### src/pkg/rcr_pkg.sv
// Constants and carriers for the regulator configuration register slice.
// Assumes a single 250 MHz clock and a byte-wide register port from the serial front end.
package rcr_pkg;

	// Register byte addresses.
	localparam logic [7:0] ADDR_CH23_CODES   = 8'h03;
	localparam logic [7:0] ADDR_CH4_CODE     = 8'h04;
	localparam logic [7:0] ADDR_SCALING_CFG  = 8'h05;
	localparam logic [7:0] ADDR_MODE_DSCG    = 8'h06;

	// Field positions.
	localparam int CH2_CODE_LSB   = 0;
	localparam int CH3_CODE_LSB   = 4;
	localparam int CH4_CODE_LSB   = 0;
	localparam int CH1_INTVL_LSB  = 0;
	localparam int CH1_SCALE_BIT  = 2;
	localparam int CH4_INTVL_LSB  = 4;
	localparam int CH4_SCALE_BIT  = 6;
	localparam int AUTO_PS_LSB    = 0;
	localparam int DSCG_LSB       = 4;

	// Values after reset that are not fuse driven.
	localparam logic [7:0] SCALING_CFG_RST = 8'h00;
	localparam logic [3:0] AUTO_PS_RST     = 4'h0;
	localparam logic [7:0] RSVD_RST        = 8'h00;

	// Voltages in millivolts.
	localparam logic [12:0] MV_ADJUST     = 13'h0320;
	localparam logic [12:0] MV_STEP       = 13'h0064;
	localparam logic [12:0] MV_CH3_BASE   = 13'h044C;
	localparam logic [12:0] MV_CH4_BASE   = 13'h09C4;
	localparam logic [12:0] MV_CH2_3V3    = 13'h0CE4;
	localparam logic [12:0] MV_CH2_3V6    = 13'h0E10;
	localparam logic [12:0] MV_CH2_3V9    = 13'h0F3C;
	localparam logic [12:0] MV_CH2_4V2    = 13'h1068;
	localparam logic [12:0] MV_CH2_4V5    = 13'h1194;
	localparam logic [12:0] MV_CH2_4V8    = 13'h12C0;
	localparam logic [12:0] MV_CH2_5V0    = 13'h1388;

	// Scaling step intervals in ns and the derived cycle counts.
	localparam int CLK_PERIOD_NS  = 4;
	localparam int STEP_62P5_NS   = 62500;
	localparam int STEP_31P2_NS   = 31200;
	localparam int STEP_15P6_NS   = 15600;
	localparam int STEP_7P8_NS    = 7800;
	localparam int STEP_62P5_CYC  = STEP_62P5_NS / CLK_PERIOD_NS;
	localparam int STEP_31P2_CYC  = STEP_31P2_NS / CLK_PERIOD_NS;
	localparam int STEP_15P6_CYC  = STEP_15P6_NS / CLK_PERIOD_NS;
	localparam int STEP_7P8_CYC   = STEP_7P8_NS / CLK_PERIOD_NS;
	localparam int STEP_CNT_W     = 14;

	// One register access from the serial front end.
	typedef struct packed {
		logic       wr;
		logic       rd;
		logic [7:0] addr;
		logic [7:0] wdata;
	} rcr_req_s;

	// Per-channel effective operating settings.
	typedef struct packed {
		logic auto_ps;
		logic discharge_en;
	} rcr_chan_cfg_s;

endpackage

### src/design/rcr_top.sv
// Configuration register slice of a quad buck controller: voltage codes, scaling and mode/discharge.
// Assumes a serial front end delivering one-cycle byte accesses, and fuse values stable during reset.
//
// Behaviour
// Channel 3 code bits 6:4: 000 adjustable 0.8 V, else 1.2 to 1.8 V.
// Channel 2 code bits 2:0: 000 adjustable, else 3.3 to 5.0 V table.
// Channel 4 code bits 4:0: 00000 adjustable, 00001 2.5 V up to 5.5 V.
// Voltage codes load from fuse values at power-on reset.
// Channel 4 scaling enable, bit 6, resets to 0; 1 enables.
// Channel 4 interval bits 5:4 select 62.5, 31.2, 15.6, 7.8 us.
// Channel 1 scaling enable, bit 2, resets to 0; 1 enables.
// Channel 1 interval bits 1:0 use same encoding, reset 00.
// Scaling register: bits 7 and 3 reserved, channel 4 in upper nibble.
// Mode pin low forces all channels to auto power-save, ignoring mode bits.
// Mode bits act only with pin high or pin configured as clock.
// Address 0x06 holds mode and discharge enable for all four channels.
// Discharge defaults come from one common fuse for all channels.
// Mode bits reset to 0, forced PWM; 1 selects auto power-save.
// Discharge bit 1 enables active output discharge, 0 disables.
// Channel 4 codes step linearly 0.1 V between 2.5 V and 5.5 V.
// Reserved bits are writable, read back, and steer nothing.
`timescale 1ns/100ps
module rcr_top #(
	parameter int unsigned STEP_CYC_62P5 = rcr_pkg::STEP_62P5_CYC,
	parameter int unsigned STEP_CYC_31P2 = rcr_pkg::STEP_31P2_CYC
) (
	// Clock and reset
	input  wire logic                  clock,
	input  wire logic                  resetn,
	// Register port
	input  wire rcr_pkg::rcr_req_s     req,
	output logic [7:0]                 rdata,
	output logic                       rvalid,
	// Factory fuses
	input  wire logic [2:0]            fuse_ch2_code,
	input  wire logic [2:0]            fuse_ch3_code,
	input  wire logic [4:0]            fuse_ch4_code,
	input  wire logic                  fuse_discharge_en,
	// Mode/sync pin
	input  wire logic                  mode_pin,
	input  wire logic                  mode_pin_is_clock,
	// Regulator controls
	output logic [12:0]                ch2_target_mv,
	output logic [12:0]                ch3_target_mv,
	output logic [12:0]                ch4_target_mv,
	output logic [3:0]                 chan_adjustable,
	output rcr_pkg::rcr_chan_cfg_s [3:0] chan_cfg,
	output logic                       ch1_scaling_en,
	output logic                       ch4_scaling_en,
	output logic [1:0]                 scaling_step_tick
);

	logic [7:0] ch23_r;
	logic [7:0] ch4_r;
	logic [7:0] scal_r;
	logic [7:0] mode_r;
	logic [2:0] ch2_volt_code;
	logic [2:0] ch3_volt_code;
	logic [4:0] ch4_volt_code;
	logic [3:0] chan_auto_powersave_sel;
	logic [3:0] dscg_sel;
	logic [1:0] ch1_scaling_interval;
	logic [1:0] ch4_scaling_interval;
	logic [1:0] scal_en;
	logic [1:0] scal_intvl [2];
	logic [12:0] ch2_mv_nxt;
	logic [12:0] ch3_mv_nxt;
	logic [12:0] ch4_mv_nxt;

	assign ch2_volt_code           = ch23_r[rcr_pkg::CH2_CODE_LSB +: 3];
	assign ch3_volt_code           = ch23_r[rcr_pkg::CH3_CODE_LSB +: 3];
	assign ch4_volt_code           = ch4_r[rcr_pkg::CH4_CODE_LSB +: 5];
	assign ch1_scaling_interval    = scal_r[rcr_pkg::CH1_INTVL_LSB +: 2];
	assign ch4_scaling_interval    = scal_r[rcr_pkg::CH4_INTVL_LSB +: 2];
	assign chan_auto_powersave_sel = mode_r[rcr_pkg::AUTO_PS_LSB +: 4];
	assign dscg_sel                = mode_r[rcr_pkg::DSCG_LSB +: 4];

	////////////////////////////////////////////////////////////////////////////////////////////
	// Register file.

	// fuse-loaded voltage codes
	always_ff @(posedge clock) begin
		if (!resetn) begin
			ch23_r <= {1'b0, fuse_ch3_code, 1'b0, fuse_ch2_code};
		end else if (req.wr && req.addr == rcr_pkg::ADDR_CH23_CODES) begin
			// reserved bits stored
			ch23_r <= req.wdata;
		end
	end

	// fuse-loaded channel 4 code
	always_ff @(posedge clock) begin
		if (!resetn)
			ch4_r <= {3'h0, fuse_ch4_code};
		else if (req.wr && req.addr == rcr_pkg::ADDR_CH4_CODE)
			ch4_r <= req.wdata;
	end

	// scaling reset values
	always_ff @(posedge clock) begin
		if (!resetn)
			scal_r <= rcr_pkg::SCALING_CFG_RST;
		else if (req.wr && req.addr == rcr_pkg::ADDR_SCALING_CFG)
			scal_r <= req.wdata;
	end

	// shared mode/discharge register
	always_ff @(posedge clock) begin
		if (!resetn)
			mode_r <= {{4{fuse_discharge_en}}, rcr_pkg::AUTO_PS_RST};
		else if (req.wr && req.addr == rcr_pkg::ADDR_MODE_DSCG)
			mode_r <= req.wdata;
	end

	// Read data is registered one cycle after the read strobe; unmapped reads give zero.
	always_ff @(posedge clock) begin
		if (!resetn) begin
			rdata  <= rcr_pkg::RSVD_RST;
			rvalid <= 1'b0;
		end else begin
			rvalid <= req.rd;
			if (req.rd) begin
				case (req.addr)
					rcr_pkg::ADDR_CH23_CODES:  rdata <= ch23_r;
					rcr_pkg::ADDR_CH4_CODE:    rdata <= ch4_r;
					rcr_pkg::ADDR_SCALING_CFG: rdata <= scal_r;
					rcr_pkg::ADDR_MODE_DSCG:   rdata <= mode_r;
					default:                   rdata <= 8'h00;
				endcase
			end
		end
	end

	////////////////////////////////////////////////////////////////////////////////////////////
	// Voltage code decoding.

	always_comb begin
		// channel 2 table
		case (ch2_volt_code)
			3'h1:    ch2_mv_nxt = rcr_pkg::MV_CH2_3V3;
			3'h2:    ch2_mv_nxt = rcr_pkg::MV_CH2_3V6;
			3'h3:    ch2_mv_nxt = rcr_pkg::MV_CH2_3V9;
			3'h4:    ch2_mv_nxt = rcr_pkg::MV_CH2_4V2;
			3'h5:    ch2_mv_nxt = rcr_pkg::MV_CH2_4V5;
			3'h6:    ch2_mv_nxt = rcr_pkg::MV_CH2_4V8;
			3'h7:    ch2_mv_nxt = rcr_pkg::MV_CH2_5V0;
			default: ch2_mv_nxt = rcr_pkg::MV_ADJUST;
		endcase
		// channel 3 linear steps
		if (ch3_volt_code == 3'h0)
			ch3_mv_nxt = rcr_pkg::MV_ADJUST;
		else
			ch3_mv_nxt = 13'(rcr_pkg::MV_CH3_BASE + rcr_pkg::MV_STEP * {10'h000, ch3_volt_code});
		// channel 4 linear steps
		if (ch4_volt_code == 5'h00)
			ch4_mv_nxt = rcr_pkg::MV_ADJUST;
		else
			ch4_mv_nxt = 13'(rcr_pkg::MV_CH4_BASE + rcr_pkg::MV_STEP * {8'h00, ch4_volt_code - 5'h01});
	end

	always_ff @(posedge clock) begin
		if (!resetn) begin
			ch2_target_mv   <= rcr_pkg::MV_ADJUST;
			ch3_target_mv   <= rcr_pkg::MV_ADJUST;
			ch4_target_mv   <= rcr_pkg::MV_ADJUST;
			chan_adjustable <= 4'h0;
		end else begin
			ch2_target_mv   <= ch2_mv_nxt;
			ch3_target_mv   <= ch3_mv_nxt;
			ch4_target_mv   <= ch4_mv_nxt;
			chan_adjustable <= {ch4_volt_code == 5'h00, ch3_volt_code == 3'h0, ch2_volt_code == 3'h0, 1'b0};
		end
	end

	////////////////////////////////////////////////////////////////////////////////////////////
	// Operating mode and discharge.

	always_ff @(posedge clock) begin
		if (!resetn) begin
			chan_cfg <= '0;
		end else begin
			for (int i = 0; i < 4; i++) begin
				// pin gating of mode bits
				chan_cfg[i].auto_ps <= (mode_pin || mode_pin_is_clock) ? chan_auto_powersave_sel[i] : 1'b1;
				// discharge enable
				chan_cfg[i].discharge_en <= dscg_sel[i];
			end
		end
	end

	////////////////////////////////////////////////////////////////////////////////////////////
	// Dynamic voltage scaling step timing.

	// scaling enables
	assign scal_en       = {scal_r[rcr_pkg::CH4_SCALE_BIT], scal_r[rcr_pkg::CH1_SCALE_BIT]};
	assign scal_intvl[0] = ch1_scaling_interval;
	assign scal_intvl[1] = ch4_scaling_interval;

	always_ff @(posedge clock) begin
		if (!resetn) begin
			ch1_scaling_en <= 1'b0;
			ch4_scaling_en <= 1'b0;
		end else begin
			ch1_scaling_en <= scal_en[0];
			ch4_scaling_en <= scal_en[1];
		end
	end

	generate
		for (genvar g = 0; g < 2; g++) begin : gen_step
			// interval selection
			rcr_step_timer #(
				.CYC_0 (STEP_CYC_62P5),
				.CYC_1 (STEP_CYC_31P2),
				.CYC_2 (rcr_pkg::STEP_15P6_CYC),
				.CYC_3 (rcr_pkg::STEP_7P8_CYC)
			) u_timer (
				.clock     (clock),
				.resetn    (resetn),
				.enable    (scal_en[g]),
				.interval  (scal_intvl[g]),
				.step_tick (scaling_step_tick[g])
			);
		end
	endgenerate

endmodule

### src/design/rcr_step_timer.sv
// Step-interval tick generator for one scaling channel.
// Assumes the interval code is stable most of the time; a change restarts the count.
`timescale 1ns/100ps
module rcr_step_timer #(
	parameter int unsigned CYC_0 = 15625,
	parameter int unsigned CYC_1 = 7800,
	parameter int unsigned CYC_2 = 3900,
	parameter int unsigned CYC_3 = 1950
) (
	// Clock and reset
	input  wire logic       clock,
	input  wire logic       resetn,
	// Control
	input  wire logic       enable,
	input  wire logic [1:0] interval,
	// Tick
	output logic            step_tick
);

	logic [rcr_pkg::STEP_CNT_W-1:0] count_r;
	logic [rcr_pkg::STEP_CNT_W-1:0] limit;
	logic [1:0]                     interval_r;

	always_comb begin
		case (interval)
			2'h0:    limit = rcr_pkg::STEP_CNT_W'(CYC_0 - 1);
			2'h1:    limit = rcr_pkg::STEP_CNT_W'(CYC_1 - 1);
			2'h2:    limit = rcr_pkg::STEP_CNT_W'(CYC_2 - 1);
			default: limit = rcr_pkg::STEP_CNT_W'(CYC_3 - 1);
		endcase
	end

	always_ff @(posedge clock) begin
		if (!resetn)
			interval_r <= 2'h0;
		else
			interval_r <= interval;
	end

	// Count restarts when disabled, when the interval changes, or on the edge that issues a tick.
	always_ff @(posedge clock) begin
		if (!resetn || !enable || interval != interval_r || count_r >= limit)
			count_r <= '0;
		else
			count_r <= count_r + 1'b1;
	end

	always_ff @(posedge clock) begin
		if (!resetn)
			step_tick <= 1'b0;
		else
			step_tick <= enable && interval == interval_r && count_r >= limit;
	end

endmodule

### config.mk
export PLATFORM = sky130hd
export DESIGN_NAME = rcr_top
export DESIGN_NICKNAME = d
export VERILOG_FILES = /design/src/pkg/rcr_pkg.sv /design/src/design/rcr_top.sv /design/src/design/rcr_step_timer.sv
export SDC_FILE = /design/constraint.sdc
export NUM_CORES = 1
export LEC_CHECK = 0
export ABC_AREA = 1
export BUFFER_PORTS_ARGS = -buffer_cell sky130_fd_sc_hd__buf_2
export CAP_MARGIN = 20
export CORE_UTILIZATION = 57
export CTS_CLUSTER_DIAMETER = 200
export DETAILED_ROUTE_END_ITERATION = 8
export PLACE_DENSITY = 0.9
export SLEW_MARGIN = 10
export SYNTH_ARGS = -nofsm -noshare
export SYNTH_HDL_FRONTEND = slang
export SYNTH_SLANG_ARGS = --single-unit
### constraint.sdc
create_clock -name clock -period 3.7 [get_ports clock]
set_input_delay 0.37 -clock clock [delete_from_list [all_inputs] [get_ports clock]]
set_output_delay 0.37 -clock clock [all_outputs]
set_load 0.05 [all_outputs]
==> results of run 1 <==
[area by class of cell]
class | count | area [um^2] | area share (%)
Timing Repair Buffer | 90 | 452.9 | 6.313
Clock inverter | 13 | 102.6 | 1.430
Inverter | 105 | 394.1 | 5.494
Tap cell | 136 | 170.2 | 2.372
Sequential cell | 119 | 2532 | 35.30
Clock buffer | 19 | 442.9 | 6.174
Multi-Input combinational cell | 512 | 3079 | 42.92
[critical path, stage by stage, from the launching register on]
cell and delay [ps]:
edfxtp_1 390, inv_2 190, ha_1 240, nand3_1 180, nand2_1 220, ha_1 270, ha_1 280, ha_1 190
inv_1 70, fa_1 390, nand3b_1 180, nand2_1 90, xor2_1 200, inv_1 100, o21ai_0 190, a21oi_1 60
[Yosys cell counts, types with 2 or more instances]
library cell and count:
nand2_1 133, dfxtp_1 104, inv_1 100, ha_1 59
nand3_1 56, nor2_1 54, a21oi_1 49, o21ai_0 31
nor2_2 22, xor2_1 21, edfxtp_1 15, buf_4 13
o21ai_1 13, xnor2_1 12, nand4_1 7, nor3_1 7
a22oi_1 6, inv_2 5, nor4_1 5, clkbuf_1 4
buf_2 3, nand2_2 3, nand3b_1 3, or2_2 3
a211oi_2 2, buf_1 2, buf_6 2, nand3_2 2
nand4_2 2, nor3_2 2, nor3_4 2, o211ai_1 2
o21a_1 2, o21ai_2 2
[flip-flops by register name, indices dropped and copies added, names as in the netlist]
| register | flops |
|---|---|
| ch23_r | 8 |
| ch4_r | 8 |
| mode_r | 8 |
| ch4_target_mv | 11 |
| rvalid | 1 |
| gen_step.u_timer.step_tick | 2 |
| ch4_scaling_en | 1 |
| ch2_target_mv | 10 |
| gen_step.u_timer.count_r | 28 |
| gen_step.u_timer.interval_r | 4 |
| chan_cfg | 8 |
| rdata | 8 |
| chan_adjustable | 3 |
| ch3_target_mv | 10 |
| scal_r | 8 |
| ch1_scaling_en | 1 |
[power by group]
part	leakage, nW	internal [mW]	switching, mW
registers	0.993	1.39	0.0338
clock network	0.277	0.922	0.591
logic	2.18	0.223	0.583
[cells in the final DEF (no fill, tap or decap), types with 17 or more instances in the layout]
master	count
nand2_1	133
dfxtp_1	104
inv_1	100
buf_2	89
ha_1	59
nand3_1	56
nor2_1	54
a21oi_1	49
o21ai_0	31
nor2_2	22
xor2_1	21
clkbuf_16	17
[metal layers]
layer | track usage (%) | part of all wire, % | vias to the layer above | wire (um)
met5 | 0 | 0.092 | - | 13
met4 | 12.70 | 3.6 | 2 | 514
met3 | 7.483 | 7.5 | 61 | 1060
met2 | 42.34 | 46 | 243 | 6506
met1 | 32.88 | 43 | 2428 | 6073
li1 | - | - | 2619 | -
[cells by family after synthesis]
family                   share of synthesized area, %
adder cells (fa/ha/maj)                         12.35
AND/OR/NAND/NOR                                 23.00
AO/OA/AOI/OAI                                   9.623
XOR/XNOR                                        4.710
buffers and inverters                           8.991
flip-flops                                      41.26
other                                         0.06110
[stage by stage]
stage | utilization (%) | setup slack, ps | total power, mW | hold slack, ps
floorplan | - | 770.4 | 2.071 | 429.5
finish | 69.18 | 354.2 | 3.743 | 108.5
global placement | 63.92 | 603.4 | 2.211 | 441.9
CTS | 69.18 | 410.6 | 3.737 | 100.4
detailed placement | 63.92 | 448.9 | 2.237 | 451.2
global route | 69.18 | 94.94 | 3.895 | 98.90
[how the worst max path moves through the flow]
| stage | start | endpoint | slack [ps] | cells past startpoint |
|---|---|---|---|---|
| global placement | ch4_r[0] | ch4_target_mv[10] | 600 | 15 |
| global route | ch4_r[0] | ch4_target_mv[10] | 90 | 15 |
| finish | ch4_r[0] | ch4_target_mv[10] | 350 | 15 |
| detailed placement | ch4_r[0] | ch4_target_mv[10] | 450 | 13 |
| CTS | ch4_r[0] | ch4_target_mv[10] | 410 | 15 |
| floorplan | ch4_r[0] | ch4_target_mv[10] | 770 | 15 |
==> metrics.md, run 1 <==
| Metric | Value |
|---|---|
| Number of port buffers | `between 80 and 90` |
| Sequential area share after synthesis | `about two fifths` |
| Top cell type's share of synthesized area | `between 30% and 40%` |
| Drt wl/cell | `between 10 and 15 um` |
| Via count | `approximately 5.4k` |
| RD Place Congestion | `approximately 0.86` |
| Starting Density | `between 50% and 60%` |
| Die Y-Extent | `between 100 and 150 um` |
| Final period util | `between 90% and 100%` |
| CP Max Fanout | `11` |
| Largest net degree at the start of global routing | `34` |
| Syn_area_per_cell | `between 8 and 9 um^2` |
| Via density | `between 5 and 6` |
| Worst EP required | `4120 ps` |
| Fill cells | `slightly below 800` |
| Gr usage total | `a little over a quarter` |
| DRC Markers | `0` |
| Root Driver | `clkbuf_8` |
| Post-CTS Setup Inserts | `0` |
| Synth-to-layout area growth | `16.90%` |
| Max Freq | `~0.30 GHz` |
| Post-synthesis async set-or-reset flop share | `0%` |
| Top cells by area, synth | `dfxtp_1, ha_1, nand2_1` |
| FF-to-FF path depth | `15` |
| Arrival @ worst endpoint | `3760 ps` |
| Num CTS Buffers | `17` |
| Synth Flop Type | `dfxtp_1` |
| Pwr per Cell Area | `521.8 nW/um^2` |
| Final Non-Filler Cells | `994` |
| Hold Buf Count CTS | `0` |
| Clock slew at reported path FFs | `about 60 ps` |
| Final number of setup-violating endpoints | `0` |
| Worst setup EP type | `flip-flop` |
| Relative slew slack | `a little under a third` |
| Warnings, synthesis | `0` |
| Initial antenna violation count | `1` |
| Synth unique cells | `39` |
| Hold depth | `3` |
| TritonCTS clock tree | `done` |
| Hold Path Class | `in2reg` |
| Hold endpoint | `scal_r[5]` |
| Hold Fails Final Rpt | `0` |
| Max-cap check violation count | `0` |
| Post-synth EDFFs | `15` |
| Setup TNS | `0 ps` |
| Max clock buf depth | `2` |
| RSZ-0062 raised after global routing | `no` |
| Clk Latency, worst-skew pair | `approximately 530 ps` |
| Final Critical Period | `roughly 3300 ps` |
| Routed Antenna Nets | `0` |
| HPWL Detailed | `between 9 and 10 mm` |
| Status | `completed` |
| Yosys top cell by area | `dfxtp_1` |
| Core ar. | `between 10000 and 15000 um^2` |
| Grt ovf | `0` |
| Htree depth | `4` |
| Clk sinks | `~120` |
| Cts repair resizes | `0` |
| Worst Max-Slew Pin Slew | `1037 ps` |
| Crit path kind | `reg2reg` |
| Area after DPL | `roughly 6600 um^2` |
| Setup Skew | `about 9.5 ps` |
| # IOs | `between 90 and 100` |
| Reg-to-reg critical path endpoint | `ch4_target_mv[10]` |
| Layout cell share with drive strength beyond 1 | `just under 20%` |
| Syn Inst Count | `approximately 750` |
| Vias in the first global route | `slightly above 5k` |
| First-pass GRT wire length | `~23 mm` |
| R2R Path Start | `ch4_r[0]` |
| Max VDD drop | `just over 0.3 mV` |
| Antenna diodes | `0` |
| Hold_sp | `req[5]` |
| DR pass1 iterations | `5` |
| DRT iter0 DRCs | `~470` |
| Critical path launch point type | `flip-flop` |
| DP Cell Count | `about 960` |
| Net count, final | `939` |
| Die ar. | `between 10000 and 15000 um^2` |
| Leakage power | `around 3.5 nW` |
| Cell Area, Synth | `around 6100 um^2` |
| Seq cells post-synth | `119` |
| Fin. max-slew vios | `0` |
| DRT Wirelength | `14.17 mm` |
| Die X-Extent | `approximately 110 um` |
| Row count | `37` |
| Setup slack, reg-to-reg | `350 ps` |
| Final Cell Area | `between 7000 and 8000 um^2` |
Power figures use the tool's default switching activity.
==> run 2, diff against run 1 <==
- ABC_AREA: 1 -> unset
- PLACE_DENSITY: 0.9 -> 0.76
==> run 2 against run 1 <==
- design area fell by 1.2%
- largest cell class unchanged
- critical path depth rose by 1
- largest power group unchanged
- critical endpoint is now ch4_target_mv[11]
- worst setup slack got worse by 200 ps
- cell count fell by 13%
- clock skew barely moved
- sequential share of layout area rose by 0.42 points
- core utilization fell by 0.20 points
- sequential cell count did not move
- highest routed layer is now met4
==> metrics.md, run 2 <==
| Metric | Value |
|---|---|
| RD Place Congestion | `0.8942 (+4.3%)` |
| Fin. max-slew vios | `0 (unchanged)` |
| Max clock buf depth | `2 (unchanged)` |
| Crit path kind | `reg2reg` |
| Final Critical Period | `3547 ps (+201.1 ps)` |
| Commonest non-fill, non-tap cell in the layout | `dfxtp_1` |
| Die ar. | `11010 um^2 (-1.5%)` |
| Most flops, register | `gen_step.u_timer.count_r` |
| Warnings, synthesis | `0 (unchanged)` |
| Post-synthesis async set-or-reset flop share | `0% (unchanged)` |
| Syn Inst Count | `624 (-17%)` |
| Worst setup EP type | `flip-flop` |
| Post-synth EDFFs | `15 (unchanged)` |
| Yosys top cell by area | `dfxtp_1` |
| Seq cells post-synth | `119 (unchanged)` |
| Final hold slack | `106.3 ps (-2.247 ps)` |
| DRC Markers | `0 (unchanged)` |
| Setup slack, reg-to-reg | `150 ps (-200 ps)` |
| Synth Flop Type | `dfxtp_1` |
| Clock slew at reported path FFs | `60 ps (about the same)` |
| Htree depth | `4 (unchanged)` |
| Via count | `4655 (-13%)` |
| Top cells by area, synth | `dfxtp_1, ha_1, edfxtp_1` |
| Row count | `37 (unchanged)` |
| First-pass GRT wire length | `21.94 mm (-5.8%)` |
| Num CTS Buffers | `17 (unchanged)` |
| Starting Density | `58.78% (-0.40 points)` |
| DRT Wirelength | `13.33 mm (-5.9%)` |
| Number of port buffers | `89 (unchanged)` |
| HPWL Detailed | `9.518 mm (-1.2%)` |
| Hold Path Class | `in2reg` |
| Post-CTS Setup Inserts | `0 (unchanged)` |
| Initial antenna violation count | `0 (-1)` |
| Vias in the first global route | `4694 (-6.8%)` |
| Synth-to-layout area growth | `17.36%` |
| Max VDD drop | `0.4351 mV (+43%)` |
| Routed Antenna Nets | `0 (unchanged)` |
| Gr usage total | `25.36% (-1.1 points)` |
| TritonCTS clock tree | `done` |
| Leakage power | `3.303 nW (-4.4%)` |
| # IOs | `98 (unchanged)` |
| Pwr per Cell Area | `529.7 nW/um^2 (+1.5%)` |
| CP Max Fanout | `5 (-6)` |
| Via density | `5.400 (+0.28%)` |
| Cell Area, Synth | `6041 um^2 (-1.6%)` |
| Arrival @ worst endpoint | `3940 ps (+180 ps)` |
| Hold Fails Final Rpt | `0 (unchanged)` |
| Grt ovf | `0 (unchanged)` |
| Die Y-Extent | `104.9 um (-0.78%)` |
| RSZ-0062 raised after global routing | `yes` |
| Relative slew slack | `39.80% (+9.0 points)` |
| Drt wl/cell | `15.46 um (+8.5%)` |
| Max Freq | `0.2819 GHz (-5.7%)` |
| Synth unique cells | `52 (+33%)` |
| Fin worst setup slack | `153.1 ps (-201.1 ps)` |
| Top cell type's share of synthesized area | `34.47% (+0.54 points)` |
| DR pass1 iterations | `4 (-1)` |
| Cts repair resizes | `0 (unchanged)` |
| Top flop regs | `gen_step.u_timer.count_r: 28 flops, ch4_target_mv: 11 flops` |
| Setup Skew | `9.990 ps (+0.4900 ps)` |
| DRT iter0 DRCs | `224 (-52%)` |
| Synth top cells by count | `dfxtp_1, nor2_1, ha_1` |
| Antenna diodes | `0 (unchanged)` |
| Layout cell share with drive strength beyond 1 | `22.31% (+2.9 points)` |
| Syn_area_per_cell | `9.681 um^2 (+19%)` |
| Critical path launch point type | `flip-flop` |
| Core ar. | `10280 um^2 (-0.89%)` |
| Final number of setup-violating endpoints | `0 (unchanged)` |
| Net count, final | `808 (-14%)` |
| Worst Max-Slew Pin Slew | `902.0 ps (-135.3 ps)` |
| DP Worst Slack | `96.92 ps (-351.9 ps)` |
| Sequential area share after synthesis | `41.92% (+0.66 points)` |
| Worst EP required | `4090 ps (-30 ps)` |
| Final period util | `95.86% (+5.4 points)` |
| Largest net degree at the start of global routing | `30 (-12%)` |
| Count leader, synth | `dfxtp_1` |
| Clk Latency, worst-skew pair | `510 ps (-20 ps)` |
| Die X-Extent | `104.9 um (-0.78%)` |
| Clk sinks | `119 (unchanged)` |
| Root Driver | `clkbuf_8` |
| Status | `completed` |
| Max-cap check violation count | `0 (unchanged)` |
| Hold Buf Count CTS | `0 (unchanged)` |
| Largest register FFs | `28 (unchanged)` |
| Commonest cells after routing, fill and taps aside | `dfxtp_1, buf_2, nor2_1, ha_1, inv_1` |
[run 2: path summary, 6_finish.rpt]
kind | start | endpoint | cells after the start
max | ch4_r[0] | ch4_target_mv[11] | 16
min reg2reg | rdata[2] | rdata[2] | 1
min | resetn | ch3_target_mv[9] | 2
max reg2reg | ch4_r[0] | ch4_target_mv[11] | 16
[run 2: metrics by stage]
stage / cell area [um^2] / total power [mW] / std cells / setup TNS (ps) / utilization, %
after global routing: 7089 / 3.915 / 862 / -81.23 / 68.98
after detailed placement: 6543 / 2.297 / 831 / 0 / 63.66
final: 7089 / 3.755 / 862 / 0 / 68.98
after floorplan: 6067 / 2.132 / 631 / 0 / -
after global placement: 6543 / 2.278 / 831 / 0 / 63.66
after CTS: 7077 / 3.775 / 862 / 0 / 68.86
[run 2: kinds of logic after synthesis]
logic type,Yosys count,share of synthesized area [%]
muxes,28,4.681
adders and majority gates,60,12.55
AOI/OAI and AO/OA,84,10.36
and+or+nand+nor,215,17.77
buffers and inverters,67,5.178
DFF,119,41.92
other,1,0.06208
xor gates and xnor gates,50,7.477
[run 2: final cells by class]
cell class | count | area (um^2)
Tap cell | 136 | 170.2
Timing Repair Buffer | 93 | 475.5
Clock inverter | 8 | 46.29
Clock buffer | 23 | 488.0
Multi-Input combinational cell | 445 | 3234
Fill cell | 814 | 3188
Sequential cell | 119 | 2532
Inverter | 38 | 142.6
[run 2: critical path, stage by stage (launching register included)]
cell	delay, ps
edfxtp_1	470
inv_1	110
ha_1	190
nor3b_2	250
xnor2_2	180
inv_1	70
ha_1	280
ha_1	300
ha_1	190
inv_1	60
fa_1	400
nor2b_1	120
o21ai_0	90
nor3b_1	170
nor4_1	340
xnor2_1	160
nor2_1	50
[run 2: power by group]
part / internal [mW] / switching (mW)
combinational: 0.285 / 0.568
sequential: 1.39 / 0.0370
clock: 0.905 / 0.565
total: 2.58 / 1.17
[run 2: per-layer routing]
layer  global-route usage [%]  routed length [um]  up-vias
met3                    5.989                 603       23
met2                    43.14                6862      131
met4                    11.27                 276        0
li1                         -                   -     2301
met1                    30.45                5587     2200
met5                        0                   0        -
